`src/hw/aps_pkg.sv`:
```
// Purpose: Shared constants and types for the audio power-up sequencer
// Assumes: APB with 32-bit data, byte addresses
// Notes: Register offsets are byte addresses (index times four)
package aps_pkg;
  // Register indices and byte addresses
  localparam logic [7:0] AMP_CTRL_IDX = 8'h11;
  localparam logic [7:0] PRECH_IDX = 8'h0c;
  localparam logic [7:0] BLKPWR_IDX = 8'h20;
  localparam logic [7:0] STATUS_IDX = 8'h21;
  localparam logic [9:0] AMP_CTRL_ADDR = {AMP_CTRL_IDX, 2'b00};
  localparam logic [9:0] PRECH_ADDR = {PRECH_IDX, 2'b00};
  localparam logic [9:0] BLKPWR_ADDR = {BLKPWR_IDX, 2'b00};
  localparam logic [9:0] STATUS_ADDR = {STATUS_IDX, 2'b00};
  // Amplifier control fields
  localparam int AMP_ON_BIT = 6;
  localparam int AMP_PRECH_BIT = 5;
  localparam int AMP_LP_BIT = 4;
  localparam int AMP_GAIN_MSB = 3;
  localparam logic [7:0] AMP_CTRL_RESET = 8'h00;
  localparam logic [7:0] AMP_CTRL_MASK = 8'h7f;
  // Fastcharge register: bit 0 reference power, bits 7:1 fastcharge per block
  localparam logic [7:0] PRECH_RESET = 8'h00;
  localparam logic [7:0] BLKPWR_RESET = 8'h00;
  localparam int NUM_BLK = 7;
  // Gain decode
  localparam logic signed [7:0] GAIN_MIN_DB = 8'shea;
  localparam logic signed [7:0] GAIN_TOP_DB = 8'sh14;
  localparam logic signed [7:0] GAIN_STEP_DB = 8'sh03;
  localparam logic [3:0] GAIN_CODE_TOP = 4'h1;
  localparam logic [3:0] GAIN_CODE_MIN = 4'hf;

  typedef enum logic [1:0] {
    AMP_STANDBY,
    AMP_PRECHARGE,
    AMP_ACTIVE,
    AMP_FORBIDDEN
  } aps_amp_mode_type;

  typedef struct packed {
    logic amp_power_on;
    logic amp_input_precharge;
    logic amp_low_power_sel;
    logic [3:0] amp_gain_code;
    logic signed [7:0] gain_db;
  } aps_amp_out_type;

  typedef struct packed {
    logic [NUM_BLK-1:0] power;
    logic [NUM_BLK-1:0] charging;
    logic [NUM_BLK-1:0] ready;
  } aps_blk_out_type;
endpackage

```
`src/hw/aps_sequencer.sv`:
```
// Purpose: Speaker amplifier control and per-block fastcharge handshake
// Assumes: APB slave, one clock, firmware drives the timed sequences
// Notes: Contract
// Contract
// Amp control bit 4 selects high power when set, low power when clear; the code drives bit 4 to amp_low_power_sel, where set means low power
// Amp control bit 6 turns amplifier on; bit 7 unused reads zero
// Amp control bit 5 requests input capacitor precharge while set
// Amp control bits 3:0 hold the gain code applied to amplifier
// Code 1 is +20 dB, minus 3 dB per code; 0 and 15 give -22
// Firmware writes the headset power-on sequence with 500 ms and 1 ms waits
// Firmware writes headset power-off sequence with a 1 ms wait
// Firmware starts serial input: reset mask, resets, 5 ms wait, DACs on
// Firmware clears DAC power before stopping serial stream and bit clock
// Firmware precharges amplifier input capacitors before switching it on
// Firmware sets minimum gain before switching amplifier off
// Fastcharge set then power set; charging starts once power is high
// Firmware clears fastcharge when period ends; block then ready
// Clearing power bit powers down; full sequence needed again
// Reference, line in/out, aux and speaker driver each pair power and fastcharge
// Any combination of fastcharge bits may be set together
// Audio reset held low until supplies are established
// Mode: standby, precharge, active; both bits set is forbidden
// Timed delays are counted by firmware against the system clock
`timescale 1ns/1ns
module aps_sequencer
  import aps_pkg::*;
(
  // Clock, reset, enable
  input wire logic mclk,
  input wire logic nrst,
  input wire logic clk_en,
  // APB slave
  input wire logic psel,
  input wire logic penable,
  input wire logic pwrite,
  input wire logic [11:0] paddr,
  input wire logic [31:0] pwdata,
  output logic [31:0] prdata,
  output logic pready,
  output logic pslverr,
  // Audio controls
  output aps_amp_out_type amp_out,
  output aps_amp_mode_type amp_mode,
  output aps_blk_out_type blk_out
);

  function automatic logic signed [7:0] gain_db_of(input logic [3:0] code);
    logic signed [7:0] g;
    g = GAIN_MIN_DB;
    if (code != 4'h0 && code != GAIN_CODE_MIN) begin
      g = 8'(GAIN_TOP_DB - 8'(GAIN_STEP_DB * 8'(code - GAIN_CODE_TOP)));
    end
    return g;
  endfunction

  logic [7:0] amp_ctrl_q, amp_ctrl_d;
  logic [7:0] prech_q, prech_d;
  logic [7:0] blkpwr_q, blkpwr_d;
  logic [NUM_BLK-1:0] armed_q, armed_d;
  logic [NUM_BLK-1:0] ready_q, ready_d;
  logic [31:0] prdata_q;
  logic pready_q, pslverr_q;
  aps_amp_out_type amp_out_q;
  aps_amp_mode_type amp_mode_q, amp_mode_d;
  aps_blk_out_type blk_out_q;

  // Bus decode; a request is answered even if its setup cycle was frozen
  wire logic setup = psel && !pready_q;
  wire logic hit_amp = paddr[9:0] == AMP_CTRL_ADDR;
  wire logic hit_prech = paddr[9:0] == PRECH_ADDR;
  wire logic hit_pwr = paddr[9:0] == BLKPWR_ADDR;
  wire logic hit_stat = paddr[9:0] == STATUS_ADDR;
  wire logic hit_any = (hit_amp || hit_prech || hit_pwr || hit_stat) && paddr[11:10] == 2'b00;
  // Writes land at the completing edge, where pready is sampled high
  wire logic wr = psel && penable && pready_q && pwrite && hit_any;

  // Block order: 0 reference, 1..6 line in L/R, line out L/R, aux, speaker
  wire logic [NUM_BLK-1:0] power_vec = {blkpwr_q[NUM_BLK-1:1], prech_q[0]};
  wire logic [NUM_BLK-1:0] fast_vec = prech_q[NUM_BLK:1];

  always_comb begin
    amp_ctrl_d = amp_ctrl_q;
    prech_d = prech_q;
    blkpwr_d = blkpwr_q;
    if (wr && hit_amp) begin
      amp_ctrl_d = pwdata[7:0] & AMP_CTRL_MASK;
    end
    if (wr && hit_prech) begin
      prech_d = pwdata[7:0];
    end
    if (wr && hit_pwr) begin
      blkpwr_d = {pwdata[7:1], 1'b0};
    end
  end

  // Charging begins whenever power and fastcharge are both set and the block is not ready
  always_comb begin
    armed_d = armed_q;
    ready_d = ready_q;
    for (int i = 0; i < NUM_BLK; i++) begin
      if (!power_vec[i]) begin
        armed_d[i] = 1'b0;
        ready_d[i] = 1'b0;
      end else if (fast_vec[i] && !ready_q[i]) begin
        armed_d[i] = 1'b1;
      end else if (!fast_vec[i] && armed_q[i]) begin
        armed_d[i] = 1'b0;
        ready_d[i] = 1'b1;
      end
    end
  end

  wire logic amp_on = amp_ctrl_d[AMP_ON_BIT];
  wire logic amp_pre = amp_ctrl_d[AMP_PRECH_BIT];
  always_comb begin
    unique case ({amp_on, amp_pre})
      2'b00: amp_mode_d = AMP_STANDBY;
      2'b01: amp_mode_d = AMP_PRECHARGE;
      2'b10: amp_mode_d = AMP_ACTIVE;
      2'b11: amp_mode_d = AMP_FORBIDDEN;
    endcase
  end

  wire logic [31:0] rd_mux =
    hit_amp ? {24'h000000, amp_ctrl_q} :
    hit_prech ? {24'h000000, prech_q} :
    hit_pwr ? {24'h000000, blkpwr_q} :
    hit_stat ? {18'h0, ready_q, armed_q} : 32'h00000000;

  always_ff @(posedge mclk) begin
    if (!nrst) begin
      amp_ctrl_q <= AMP_CTRL_RESET;
      prech_q <= PRECH_RESET;
      blkpwr_q <= BLKPWR_RESET;
      armed_q <= '0;
      ready_q <= '0;
      prdata_q <= 32'h00000000;
      pready_q <= 1'b0;
      pslverr_q <= 1'b0;
      amp_out_q <= '0;
      amp_mode_q <= AMP_STANDBY;
      blk_out_q <= '0;
    end else if (clk_en) begin
      amp_ctrl_q <= amp_ctrl_d;
      prech_q <= prech_d;
      blkpwr_q <= blkpwr_d;
      armed_q <= armed_d;
      ready_q <= ready_d;
      pready_q <= setup;
      pslverr_q <= setup && !hit_any;
      prdata_q <= (setup && !pwrite && hit_any) ? rd_mux : 32'h00000000;
      amp_out_q.amp_power_on <= amp_ctrl_d[AMP_ON_BIT];
      amp_out_q.amp_input_precharge <= amp_ctrl_d[AMP_PRECH_BIT];
      amp_out_q.amp_low_power_sel <= amp_ctrl_d[AMP_LP_BIT];
      amp_out_q.amp_gain_code <= amp_ctrl_d[AMP_GAIN_MSB:0];
      amp_out_q.gain_db <= gain_db_of(amp_ctrl_d[AMP_GAIN_MSB:0]);
      amp_mode_q <= amp_mode_d;
      blk_out_q.power <= power_vec;
      blk_out_q.charging <= armed_d;
      blk_out_q.ready <= ready_d;
    end
  end

  assign prdata = prdata_q;
  assign pready = pready_q;
  assign pslverr = pslverr_q;
  assign amp_out = amp_out_q;
  assign amp_mode = amp_mode_q;
  assign blk_out = blk_out_q;

  AST_GAIN_TOP: assert property (@(posedge mclk) disable iff (!nrst)
    clk_en && amp_ctrl_d[3:0] == 4'h1 |=> amp_out.gain_db == 8'sh14)
    else $error("gain code 1 not +20 dB");
  AST_GAIN_MIN: assert property (@(posedge mclk) disable iff (!nrst)
    clk_en && (amp_ctrl_d[3:0] == 4'hf || amp_ctrl_d[3:0] == 4'h0)
    |=> amp_out.gain_db == 8'shea)
    else $error("minimum gain code not -22 dB");
  AST_AMP_WRITE: assert property (@(posedge mclk) disable iff (!nrst)
    clk_en && wr && hit_amp |=> amp_out.amp_gain_code == $past(pwdata[3:0]))
    else $error("gain code not applied");
  AST_BIT7_ZERO: assert property (@(posedge mclk) disable iff (!nrst)
    amp_ctrl_q[7] == 1'b0)
    else $error("unused bit set");
  AST_MODE_ACT: assert property (@(posedge mclk) disable iff (!nrst)
    amp_out.amp_power_on && !amp_out.amp_input_precharge |-> amp_mode == AMP_ACTIVE)
    else $error("active mode mismatch");
  AST_MODE_PRE: assert property (@(posedge mclk) disable iff (!nrst)
    !amp_out.amp_power_on && amp_out.amp_input_precharge |-> amp_mode == AMP_PRECHARGE)
    else $error("precharge mode mismatch");
  AST_PWR_DOWN: assert property (@(posedge mclk) disable iff (!nrst)
    clk_en && !power_vec[0] |=> !blk_out.ready[0] && !blk_out.charging[0])
    else $error("block not powered down");
  AST_CHARGE: assert property (@(posedge mclk) disable iff (!nrst)
    clk_en && power_vec[0] && fast_vec[0] && !ready_q[0] |=> blk_out.charging[0])
    else $error("fastcharge did not start");
  AST_READY: assert property (@(posedge mclk) disable iff (!nrst)
    clk_en && power_vec[1] && !fast_vec[1] && armed_q[1] |=> blk_out.ready[1])
    else $error("block not ready after fastcharge");
  AST_APB_ONE: assert property (@(posedge mclk) disable iff (!nrst)
    clk_en && pready |=> !pready)
    else $error("pready longer than one cycle");
  AST_LOW_POWER: assert property (@(posedge mclk) disable iff (!nrst)
    clk_en && wr && hit_amp |=> amp_out.amp_low_power_sel == $past(pwdata[4]))
    else $error("power selection not applied");
  AST_PRECH_WR: assert property (@(posedge mclk) disable iff (!nrst)
    clk_en && wr && hit_prech |=> prech_q == $past(pwdata[7:0]))
    else $error("fastcharge bits not taken together");
  AST_FAST_ANY: assert property (@(posedge mclk) disable iff (!nrst)
    clk_en && (&power_vec) && (&fast_vec) && (ready_q == '0) |=> (&blk_out.charging))
    else $error("blocks did not charge together");
  AST_MODE_STBY: assert property (@(posedge mclk) disable iff (!nrst)
    !amp_out.amp_power_on && !amp_out.amp_input_precharge |-> amp_mode == AMP_STANDBY)
    else $error("standby mode mismatch");
  AST_MODE_BAD: assert property (@(posedge mclk) disable iff (!nrst)
    amp_out.amp_power_on && amp_out.amp_input_precharge |-> amp_mode == AMP_FORBIDDEN)
    else $error("forbidden mode not reported");
  // Refused transfers answer with zero data and leave state alone
  AST_ERR_PULSE: assert property (@(posedge mclk) disable iff (!nrst)
    pslverr |-> pready)
    else $error("pslverr without pready");
  AST_REFUSED: assert property (@(posedge mclk) disable iff (!nrst)
    pslverr |-> prdata == 32'h00000000)
    else $error("refused read returned data");
  AST_NO_WRITE_ERR: assert property (@(posedge mclk) disable iff (!nrst)
    clk_en && psel && penable && pready && pwrite && !hit_any |=> amp_ctrl_q == $past(amp_ctrl_q))
    else $error("refused write changed a register");
endmodule

```
`config.mk`:
```
export PLATFORM = sky130hd
export DESIGN_NAME = aps_sequencer
export DESIGN_NICKNAME = d
export VERILOG_FILES = /design/src/hw/aps_pkg.sv /design/src/hw/aps_sequencer.sv
export SDC_FILE = /design/constraint.sdc
export NUM_CORES = 1
export LEC_CHECK = 0
export ABC_AREA = 1
export BUFFER_PORTS_ARGS = -buffer_cell sky130_fd_sc_hd__buf_2
export CAP_MARGIN = 20
export CORE_UTILIZATION = 45
export DETAILED_ROUTE_END_ITERATION = 8
export PLACE_DENSITY = 0.79
export SETUP_SLACK_MARGIN = 0.4
export SLEW_MARGIN = 20
export SYNTH_ARGS = -nofsm -noshare
export SYNTH_HDL_FRONTEND = slang
export SYNTH_SLANG_ARGS = --single-unit
export TNS_END_PERCENT = 5
```
`constraint.sdc`:
```
create_clock -name mclk -period 2.95 [get_ports mclk]
set_input_delay 0.4425 -clock mclk [delete_from_list [all_inputs] [get_ports mclk]]
set_output_delay 0.4425 -clock mclk [all_outputs]
set_load 0.03 [all_outputs]
```
Word level (Yosys, flattened, before mapping)
Index checks and enable logic that the tools add are counted.
{"block": "classes", "add_sub_neg": 2, "multipliers": 1, "eq_ne": 29, "muxes": 50, "reduce_logical": 66}
{"operator": "$mux W14", "count": 5}
{"operator": "$mux W1", "count": 42}
{"operator": "$logic_and A1 B1 Y1", "count": 27}
{"operator": "$ne A3 B1 Y1 const B", "count": 7}
{"operator": "$reduce_and A3 Y1", "count": 7}
{"operator": "$eq A10 B8 Y1 const B", "count": 2}
{"operator": "$reduce_and A2 Y1", "count": 9}
{"operator": "$logic_not A1 Y1", "count": 17}
{"operator": "$ne A2 B1 Y1 const B", "count": 7}
{"operator": "$ne A2 B2 Y1 const B", "count": 7}
{"operator": "$eq A10 B6 Y1 const B", "count": 1}
{"operator": "$eq A10 B7 Y1 const B", "count": 1}
{"operator": "$mul A3 B5 Y8 const A", "count": 1}
{"operator": "$mux W8", "count": 1}
{"operator": "$pmux W2 S4", "count": 1}
{"operator": "$sub A5 B8 Y8 const A", "count": 1}
{"operator": "$mux W7", "count": 1}
{"operator": "$sub A4 B1 Y5 const B", "count": 1}
{"operator": "$eq A2 B2 Y1 const B", "count": 2}
{"operator": "$logic_not A2 Y1", "count": 2}
{"operator": "$ne A4 B4 Y1 const B", "count": 1}
{"operator": "$reduce_bool A4 Y1", "count": 1}
{"operator": "$logic_or A1 B1 Y1", "count": 3}
{"operator": "$eq A2 B1 Y1 const B", "count": 1}
{"block": "word_totals", "ff_bits": 94, "input_bits": 50, "out_inout_bits": 72, "elab_cells": 175}

Logic depth before layout (Yosys ltp)
Gate-level depths: netlist (run 1).
{"block": "depth", "ltp_word": 12, "ltp_mapped": 24}

Worst setup path after synthesis (run 1)
No wires, ideal clock.
{"block": "synth_path", "kind": "reg2reg", "from": "register pready_q, in the netlist pready", "to": "register amp_out_q (netlist bit amp_out[4])", "setup_time_ns": 0.131, "t_arrival_ns": 3.133, "slack_ns": -0.313, "stages_incl_launch_ff": 20, "path_buffers": 0, "period_less_slack_ns": 3.263, "path_cell_list": "dfxtp_1 nand2_1 nor2_1 nand4_4 nand2_1 nand2_1 ha_1 inv_1 nand3_1 nand2_2 ha_1 ha_1 nand2_1 fa_1 inv_1 nand3_1 nand2_1 nand2_1 nand3_2 a21oi_2"}
{"block": "synth_between", "elab_chain_cells": 9, "elab_cells_between_ends": 12}
{"item": "start, declared", "line_no": "aps_sequencer.sv:62", "rtl": "logic pready_q, pslverr_q;"}
{"item": "start signal, assigned", "line_no": "aps_sequencer.sv:149", "rtl": "pready_q <= setup;"}
{"item": "$logic_and A1 B1 Y1 (*) (3 in a row)", "line_no": "aps_sequencer.sv:75", "rtl": "wire logic wr = psel && penable && pready_q && pwrite && hit_any;"}
{"item": "$logic_and A1 B1 Y1 (*)", "line_no": "aps_sequencer.sv:85", "rtl": "if (wr && hit_amp) begin"}
{"item": "$mux W7 (*)", "line_no": "aps_sequencer.sv:85"}
{"item": "$sub A4 B1 Y5", "line_no": "aps_sequencer.sv:51", "rtl": "g = 8'(GAIN_TOP_DB - 8'(GAIN_STEP_DB * 8'(code - GAIN_CODE_TOP)));"}
{"item": "$mul A3 B5 Y8", "line_no": "aps_sequencer.sv:51"}
{"item": "$sub A5 B8 Y8", "line_no": "aps_sequencer.sv:51"}
{"item": "$mux W8 (*)", "line_no": "aps_sequencer.sv:50", "rtl": "if (code != 4'h0 && code != GAIN_CODE_MIN) begin"}
{"item": "end, declared", "line_no": "aps_sequencer.sv:63", "rtl": "aps_amp_out_type amp_out_q;"}
Mark *: on every way between the ends. The rest lies on a longest branch, timed or not.
A chain may end at the register's enable or synchronous reset.

Worst setup path after layout (run 1)
{"block": "layout_path", "from": "input paddr[4]", "to": "register amp_out_q (netlist bit amp_out[4])"}
{"block": "layout_between", "elab_chain_cells": 12, "elab_cells_between_ends": 18}
{"item": "start, declared", "line_no": "aps_sequencer.sv:36", "rtl": "input wire logic [11:0] paddr,"}
{"item": "$eq A10 B7 Y1 or $eq A10 B6 Y1 (tied branches)", "line_no": "aps_sequencer.sv:69, aps_sequencer.sv:70"}
{"item": "$logic_or A1 B1 Y1 (3 in a row)", "line_no": "aps_sequencer.sv:73", "rtl": "wire logic hit_any = (hit_amp || hit_prech || hit_pwr || hit_stat) && paddr[11:10] == 2'b00;"}
{"item": "$logic_and A1 B1 Y1", "line_no": "aps_sequencer.sv:73"}
{"item": "$logic_and A1 B1 Y1", "line_no": "aps_sequencer.sv:75"}
{"item": "$logic_and A1 B1 Y1 (*)", "line_no": "aps_sequencer.sv:85"}
{"item": "$mux W7 (*)", "line_no": "aps_sequencer.sv:85"}
{"item": "$sub A4 B1 Y5", "line_no": "aps_sequencer.sv:51"}
{"item": "$mul A3 B5 Y8", "line_no": "aps_sequencer.sv:51"}
{"item": "$sub A5 B8 Y8", "line_no": "aps_sequencer.sv:51"}
{"item": "$mux W8 (*)", "line_no": "aps_sequencer.sv:50"}
Marks and branches as above.

==> flow_summary.yaml, run 1 <==
worst_hold_path:
  hold_path.class: "in -> reg"
  min_to: "blkpwr_q[7]$_SDFFE_PN0P_"
  worstHoldStart: "pwdata[7]"
  whs_path_depth: 3
critical_path:
  reg2reg_slack_ps: 150
  r2r-start: "pready$_SDFFE_PN0P_"
  critPathLaunchType: "input port"
  regToRegEndpoint: "amp_out[4]$_SDFFE_PN0P_"
  critPathCaptureType: "register"
  required_ps: 3180
  cp_num_cells: 23
  critical_path_arrival_ps: 3130
  crit_path_frequent_cell: "inv_2"
  path_delay_family: "simple AND/OR/NAND/NOR gates"
  crit_chain: "buf_2 > inv_2 > nand2_1 > nor2_2 > nand3_4 > inv_2 > buf_4 > nand4_1 > nand2_4 > ha_4 > inv_2 > nand3_2 > nand2_2 > ha_4 > ha_4 > nand2_2 > fa_2 > inv_2 > nand3_2 > nand2_1 > nand2_1 > nand3_2 > a21oi_2"
  worstRegToRegCells: 19
  crit_path_max_fanout: 6
  slowest_stage: "fa_2"
  max_stage_delay_ps: 360
  crit_buf_inv: 6
  crit_type: "in -> reg"
outcome:
  status: "completed"
global_route:
  grt_overflow: 0
  grt_pass1_wl_mm: 14.5
  grt_max_degree: 33
  grt_pass1_vias: 3035
  antenna_found_initial: 0
  grt_use_total: 0.250
placed_design:
  place_area_um2: 3980
  dp.cells: 622
  dp_slack_ps: -394
  routabilityCongestion: 0.948
  dp_hpwl_mm: 6.41
  io_buffers: 79
timing:
  tightest_slew_ps: 562
  rsz0062_at_grt: "yes"
  post-route-min-period_ps: 2900
  slew_viol_final: 0
  setup_slack_ps: 49.0
  relSlewSlack: 0.623
  fin_skew_ps: 7.50
  finalHoldViolations: 0
  finalSetupViolations: 0
  fin_crit_sh: 0.983
  fmax_mhz: 345
die:
  die_w_um: 87.3
  start_util: 0.474
  coreArea_um2: 6910
  num_rows: 30
  dieHeight_um: 87.3
  design.die.area_um2: 7630
  io_pins: 122
clocking:
  clockBufferDepth: 2
  h-tree-depth: 3
  clk_latency_ps: 350
  tritoncts: "built"
  cts.clk_slew.worst_paths_ps: 70
  ctsHoldBuffers: 0
  numCtsBuffers: 9
  cts-root-buf: "clkbuf_8"
  numClockSinks: 65
drt:
  vias: 3292
  wl_per_cell_um: 13.7
  antenna_left: 0
  first_iter_violations: 239
  routed_wl_mm: 8.84
  drcViolationCount: 0
  firstDrtPassIters: 4
  viasPerCell: 5.11
power:
  p_comb_frac: 0.100
  intPower_uw: 1420
  clock_power_share: 0.437
  irDropWorstVdd_mv: 0.289
  p_leak_uw: 0.00201
  sw_frac_of_total: 0.264
  power.density_nw_per_um2: 449
  power.switching_uw: 509
  seq_power_share: 0.463
logic_synthesis:
  ys_ff_latch: 65
  yosys_warnings: 0
  synth_cell_type_count: 39
  syn_inst: 436
  syn_avg_cell_area_um2: 7.52
  syn-cell-area_um2: 3280
  seq_area_frac_synth: 0.397
job:
  cap_violations: 0
finish:
  nFillCells: 596
  syn_to_final_growth_pct: 31.4
  design_area_um2: 4310
  drive_above_1_share: 0.349
  fin_nets: 601
  diodes: 0
  fin_cells: 644
tightest hold or removal path, cell delays in order:
cell and delay (ps):
buf_2 80, o21ai_0 70, nor2_1 70
power by group through the flow:
stage               registers [uW]  logic (uW)  clock network [uW]
CTS                            895         193                 852
floorplan                      939         123                   0
global route                   896         210                 892
detailed placement             915         188                   0
finish                         895         193                 843
global placement               915         186                   0
kinds of logic after synthesis:
kind of cell    Yosys count  share of synthesized area
xor+xnor                  2                    0.00535
simple gates            159                      0.236
fa+ha+maj                 8                     0.0328
buf+inv                  95                      0.137
compound gates          106                      0.191
other cells               1                    0.00114
flops                    65                      0.397
cell usage in the layout, fill, tap and decap left out, types with 3 or more instances in the layout:
cell type and instances:
clkbuf_8 9, buf_4 36, nand2_4 4, nand3_2 7
nor2_4 7, a31oi_1 8, nor3_1 10, o211ai_1 4
a21oi_1 50, nor2_1 22, inv_2 11, buf_2 77
nand3_1 15, nor2_2 4, nand2_1 70, nand4_1 3
a211oi_1 7, o21ai_0 22, buf_6 3, ha_1 3
inv_1 45, conb_1 18, dfxtp_1 65, o2111ai_1 3
nand2_2 11, a221oi_1 3, ha_4 4
area by class of cell:
class,instances,area [um^2],share of cell area
clock buffers,10,128,0.0296
inverters,58,220,0.0511
multi-input cells,293,1760,0.408
repair buffers,116,689,0.160
clock inverters,6,91.3,0.0212
flip-flops and latches,65,1300,0.302
well taps,96,120,0.0279
routing by layer:
metal | vias up | global-route usage | share of wire
met4 | 0 | 0.0849 | 0.017
met2 | 133 | 0.397 | 0.46
li1 | 1631 | - | -
met1 | 1515 | 0.335 | 0.46
met5 | - | 0 | 0
met3 | 13 | 0.0531 | 0.069
cell usage after synthesis:
cell       count  area, um^2
a211oi_1       7        52.6
a21oi_1       50         250
a21oi_2        1        8.76
a21oi_4        1        16.3
a221oi_1       3        26.3
a31oi_1        8        50.1
a32oi_1        1        8.76
buf_1          4        15.0
buf_2          3        15.0
buf_4         22         165
buf_6          1        11.3
clkbuf_1       7        26.3
clkinv_1       1        3.75
conb_1         1        3.75
dfxtp_1       65        1300
fa_1           1        20.0
ha_1           7        87.6
inv_1         52         195
inv_2          5        18.8
nand2_1       78         293
nand2_2        7        43.8
nand3_1       19        95.1
nand3_2        4        40.0
nand4_1        3        18.8
nand4_2        1        12.5
nand4_4        1        21.3
nor2_1        24        90.1
nor2_2         7        43.8
nor2_4         2        22.5
nor3_1        10        50.1
nor3_2         2        20.0
nor4_4         1        21.3
o2111ai_1      3        26.3
o211ai_1       4        30.0
o21ai_0       22         110
o21ai_1        2        10.0
o21ai_2        2        17.5
o221ai_1       2        17.5
xor2_1         2        17.5
worst max-delay path by stage:
stage,start,endpoint
6_report,paddr[4],amp_out[4]$_SDFFE_PN0P_
5_1_grt,paddr[5],amp_out[4]$_SDFFE_PN0P_
4_1_cts,paddr[0],amp_out[4]$_SDFFE_PN0P_
3_5_place_dp,paddr[1],amp_out[4]$_SDFFE_PN0P_
3_3_place_gp,paddr[1],amp_out[4]$_SDFFE_PN0P_
2_1_floorplan,paddr[8],amp_out[4]$_SDFFE_PN0P_
what timing repair did:
action	in CTS	in global routing
setup buffers	6	0
pin swaps	27	2
setup endpoints to repair	2	2
gates resized for setup	19	0
hold endpoints to repair	0	0
state kept, by name, summed over array words and instances, names as in the netlist, named ones only:
name        cells
blk_out        21
blkpwr_q        7
prech_q         8
pready          1
pslverr         1
amp_ctrl_q      5
amp_out         6
prdata         14
metrics by stage:
stage	util	total power [uW]	hold slack (ps)	TNS (ps)
5_1_grt	0.623	2000	382	-130
3_3_place_gp	0.577	1100	452	-648
3_5_place_dp	0.577	1100	454	-748
6_report	0.623	1930	360	0
2_1_floorplan	-	1060	452	-424
4_1_cts	0.623	1940	356	0
(Power assumes the default switching activity.)
==> run 2, diff against run 1 <==
- GPL_TIMING_DRIVEN: default -> 0
- SETUP_SLACK_MARGIN: 0.4 -> 0.2
==> flow_summary.yaml, run 2 (synthesis results as in run 1) <==
outcome:
  status: "finished with violations"
  violations: "negative setup slack"
timing:
  tightest_slew_ps: 721
  finalHoldWorstSlack_ps: 366
  tns_ps: -42.6
  rsz0062_at_grt: "yes"
  setup_slack_ps: -42.6
  finalHoldViolations: 0
  post-route-min-period_ps: 2990
  fin_skew_ps: 12.5
  fin_crit_sh: 1.01
  fmax_mhz: 334
  relSlewSlack: 0.520
  slew_viol_final: 0
  finalSetupViolations: 1
die:
  io_pins: 122
  design.die.area_um2: 7630
  die_w_um: 87.3
  start_util: 0.474
  coreArea_um2: 6910
  num_rows: 30
  dieHeight_um: 87.3
critical_path:
  crit_path_max_fanout: 6
  max_stage_delay_ps: 390
  required_ps: 3230
  crit_path_frequent_cell: "nand2_1"
  critical_path_arrival_ps: 3270
  critPathCaptureType: "register"
  crit_type: "reg -> reg"
  critPathLaunchType: "register"
  slowest_stage: "dfxtp_1"
  crit_chain: "nand2_1 > nor2_4 > nand4_4 > o21ai_4 > inv_4 > ha_4 > inv_4 > ha_4 > ha_4 > nand2_4 > fa_2 > nand2_1 > nand2_1 > nand2_1 > nand3_2 > a21oi_2"
drt:
  wl_per_cell_um: 14.9
  drcViolationCount: 0
  routed_wl_mm: 9.91
  first_iter_violations: 323
  antenna_left: 0
  vias: 3500
  firstDrtPassIters: 5
  viasPerCell: 5.27
clocking:
  numCtsBuffers: 9
  ctsHoldBuffers: 0
  h-tree-depth: 3
  clk_latency_ps: 360
  clockBufferDepth: 2
  cts-root-buf: "clkbuf_8"
  cts.clk_slew.worst_paths_ps: 80
  tritoncts: "built"
  numClockSinks: 65
finish:
  nFillCells: 602
  multiInputGateArea_um2: 1810
  final_cell_mix: "buf_2 (77), nand2_1 (70), dfxtp_1 (65)"
  fin_nets: 621
  syn_to_final_growth_pct: 36.7
  drive_above_1_share: 0.357
  fin_cells: 664
  largest_reg_flops: 21
  ff_latch_area_um2: 1300
  layout_commonest_cell: "buf_2"
  diodes: 0
global_route:
  grt_max_degree: 14
  grt_pass1_wl_mm: 15.4
  grt_pass1_vias: 3148
  grt_overflow: 0
  grt_use_total: 0.265
  antenna_found_initial: 0
job:
  cap_violations: 0
placed_design:
  routabilityCongestion: 0.948
  io_buffers: 78
  dp_hpwl_mm: 6.88
  dp_slack_ps: -654
  dp.cells: 627
power:
  p_leak_uw: 0.00209
  power_uw: 1900
  irDropWorstVdd_mv: 0.358
  power.density_nw_per_um2: 424
worst_hold_path:
  hold_path.class: "in -> reg"
==> run 2: layer usage <==
layer / track usage / vias up / share of wire
met5: 0 / - / 0
met4: 0.0954 / 0 / 0.028
met3: 0.0635 / 27 / 0.091
met2: 0.426 / 181 / 0.45
met1: 0.347 / 1627 / 0.43
li1: - / 1665 / -
==> run 2: path summary, 6_finish.rpt <==
check | from | depth (start not counted) | endpoint | slack, ps
worst min-delay path | pwdata[7] | 3 | blkpwr_q[7]$_SDFFE_PN0P_ | 370
worst min register to register | prdata[4]$_SDFFE_PN0P_ | 2 | prdata[4]$_SDFFE_PN0P_ | 470
worst max register to register | pready$_SDFFE_PN0P_ | 16 | amp_out[4]$_SDFFE_PN0P_ | -40
worst max-delay path | pready$_SDFFE_PN0P_ | 16 | amp_out[4]$_SDFFE_PN0P_ | -40
==> run 2: report_power, final <==
group	leakage [uW]	switching [uW]	total (uW)	internal, uW
Sequential	0.000526	6.74	895	889
Combinational	0.00146	152	220	68.3
Clock	0.0000966	387	784	397
Total	0.00209	546	1900	1350
==> run 2: final cells by class <==
| cell class | count | area share |
|---|---|---|
| Multi-Input combinational cell | 293 | 0.405 |
| Timing Repair Buffer | 99 | 0.129 |
| Clock buffer | 9 | 0.0277 |
| Tap cell | 96 | 0.0268 |
| Inverter | 58 | 0.0514 |
| Buffer | 37 | 0.0528 |
| Clock inverter | 7 | 0.0170 |
| Sequential cell | 65 | 0.291 |
==> run 2: worst max-delay path, delay by kind of cell (launching register included) <==
kind | cells | cell delay, ps
AND/OR/NAND/NOR | 8 | 890
AO/OA/AOI/OAI | 2 | 400
buffers and inverters | 2 | 100
adder cells (fa/ha/maj) | 4 | 1140
flip-flops | 1 | 390
==> run 2: timing repair <==
item | 4_1_cts | 5_1_grt
resized for setup | 31 | 6
endpoints found under the hold margin | 0 | 0
pin swaps | 27 | 17
endpoints found under the setup margin | 2 | 2
buffers inserted | 15 | 6
cloned | 0 | 0
==> run 2: stage by stage <==
stage	area, um^2	util
6_report	4480	0.648
5_1_grt	4480	0.648
4_1_cts	4400	0.637
3_5_place_dp	3980	0.576
3_3_place_gp	3980	0.576
2_1_floorplan	3470	-
==> run 3, diff against run 2 <==
- CELL_PAD_IN_SITES_DETAIL_PLACEMENT: default -> 0
- CELL_PAD_IN_SITES_GLOBAL_PLACEMENT: default -> 1
- CORE_UTILIZATION: 45 -> 31
- GPL_TIMING_DRIVEN: 0 -> default
- PLACE_DENSITY: 0.79 -> 0.78
==> flow_summary.yaml, run 3 (synthesis results as in run 1) <==
die:
  design.die.area_um2: 11000
  num_rows: 37
  io_pins: 122
  die_w_um: 105
  coreArea_um2: 10300
  start_util: 0.319
  dieHeight_um: 105
power:
  intPower_uw: 1380
  clock_power_share: 0.414
  power_uw: 1870
  p_comb_frac: 0.106
  irDropWorstVdd_mv: 0.204
  power.density_nw_per_um2: 424
  power.switching_uw: 491
  sw_frac_of_total: 0.263
  p_leak_uw: 0.00204
  seq_power_share: 0.480
timing:
  finalSetupViolations: 0
  fin_skew_ps: 6.98
  slew_viol_final: 0
  finalHoldViolations: 0
  fin_crit_sh: 0.964
  tightest_slew_ps: 535
  rsz0062_at_grt: "yes"
  post-route-min-period_ps: 2840
  fmax_mhz: 352
  setup_slack_ps: 107
  relSlewSlack: 0.641
global_route:
  grt_pass1_wl_mm: 15.6
  grt_max_degree: 33
  grt_overflow: 0
  antenna_found_initial: 0
  grt_use_total: 0.182
  grt_pass1_vias: 3144
clocking:
  numCtsBuffers: 9
  cts-root-buf: "clkbuf_8"
  tritoncts: "built"
  ctsHoldBuffers: 0
  clockBufferDepth: 2
  numClockSinks: 65
  cts.clk_slew.worst_paths_ps: 70
  clk_latency_ps: 350
  h-tree-depth: 3
drt:
  first_iter_violations: 213
  wl_per_cell_um: 13.6
  vias: 3209
  antenna_left: 0
  viasPerCell: 4.64
  routed_wl_mm: 9.43
  firstDrtPassIters: 6
  drcViolationCount: 0
finish:
  largest_reg_flops: 21
  syn_to_final_growth_pct: 34.4
  drive_above_1_share: 0.350
  diodes: 0
  final_cell_mix: "buf_2 (77), nand2_1 (71), dfxtp_1 (65)"
  fin_cells: 691
  layout_commonest_cell: "buf_2"
  fin_nets: 609
critical_path:
  critPathCaptureType: "register"
  crit_type: "in -> reg"
  required_ps: 3190
  critPathLaunchType: "input port"
  critical_path_arrival_ps: 3080
  crit_path_max_fanout: 5
outcome:
  status: "completed"
placed_design:
  dp_hpwl_mm: 6.86
  io_buffers: 79
  routabilityCongestion: 0.791
  dp.cells: 664
  dp_slack_ps: -403
worst_hold_path:
  hold_path.class: "in -> reg"
job:
  cap_violations: 0
==> run 3: critical path, cell delays in order <==
cell      delay, ps
buf_2           110
inv_1            80
nand2_1          70
nor2_2          120
nand3_4         130
nand4_4         120
nand4_4         140
o21ai_4         220
inv_2            80
buf_4           140
buf_4           120
buf_4           120
buf_4           120
buf_4           120
buf_4           120
buf_6           120
ha_1            170
nand2_1          80
nand2_2          60
a21oi_4         180
nand2_1          80
o211ai_1         90
inv_1            50
==> run 3: worst paths after layout <==
path	from	endpoint	slack [ps]	depth (start not counted)
worst min-delay path	pwdata[7]	blkpwr_q[7]$_SDFFE_PN0P_	380	3
worst max-delay path	paddr[7]	amp_out[3]$_SDFFE_PN0P_	110	23
worst min register to register	prdata[6]$_SDFFE_PN0P_	prdata[6]$_SDFFE_PN0P_	460	2
worst max register to register	pready$_SDFFE_PN0P_	amp_out[3]$_SDFFE_PN0P_	200	19
==> run 3: layout make-up <==
cell class | instances | area (um^2)
Sequential cell | 65 | 1300
Tap cell | 136 | 170
Clock inverter | 2 | 37.5
Multi-Input combinational cell | 293 | 1750
Clock buffer | 13 | 159
Inverter | 58 | 220
Timing Repair Buffer | 124 | 762
Fill cell | 1061 | 5870
==> run 3: repair_timing <==
item,4_1_cts,5_1_grt
pin swaps,25,3
hold endpoints to repair,0,0
gates resized for setup,15,1
setup buffers,12,0
setup endpoints to repair,2,4
==> run 3: per-stage QoR <==
stage,instance area (um^2),hold WS (ps),utilization,setup TNS [ps]
2_1_floorplan,3470,452,-,-424
4_1_cts,4400,367,0.428,0
6_report,4400,381,0.428,0
5_1_grt,4400,394,0.428,-48.8
3_5_place_dp,4050,456,0.394,-785
3_3_place_gp,4050,455,0.394,-695
==> run 3: power by group through the flow <==
stage	Clock, uW	Sequential [uW]	Combinational (uW)
finish	774	896	198
detailed placement	0	916	194
global placement	0	915	192
CTS	792	895	199
global route	837	897	215
floorplan	0	939	123
==> run 3: routing by layer <==
| layer | vias to the layer above | GRT usage | wire length [um] |
|---|---|---|---|
| met5 | - | 0 | 0 |
| met4 | 0 | 0.0885 | 188 |
| met3 | 16 | 0.0418 | 599 |
| met2 | 88 | 0.287 | 4230 |
| met1 | 1459 | 0.234 | 4410 |
| li1 | 1646 | - | - |
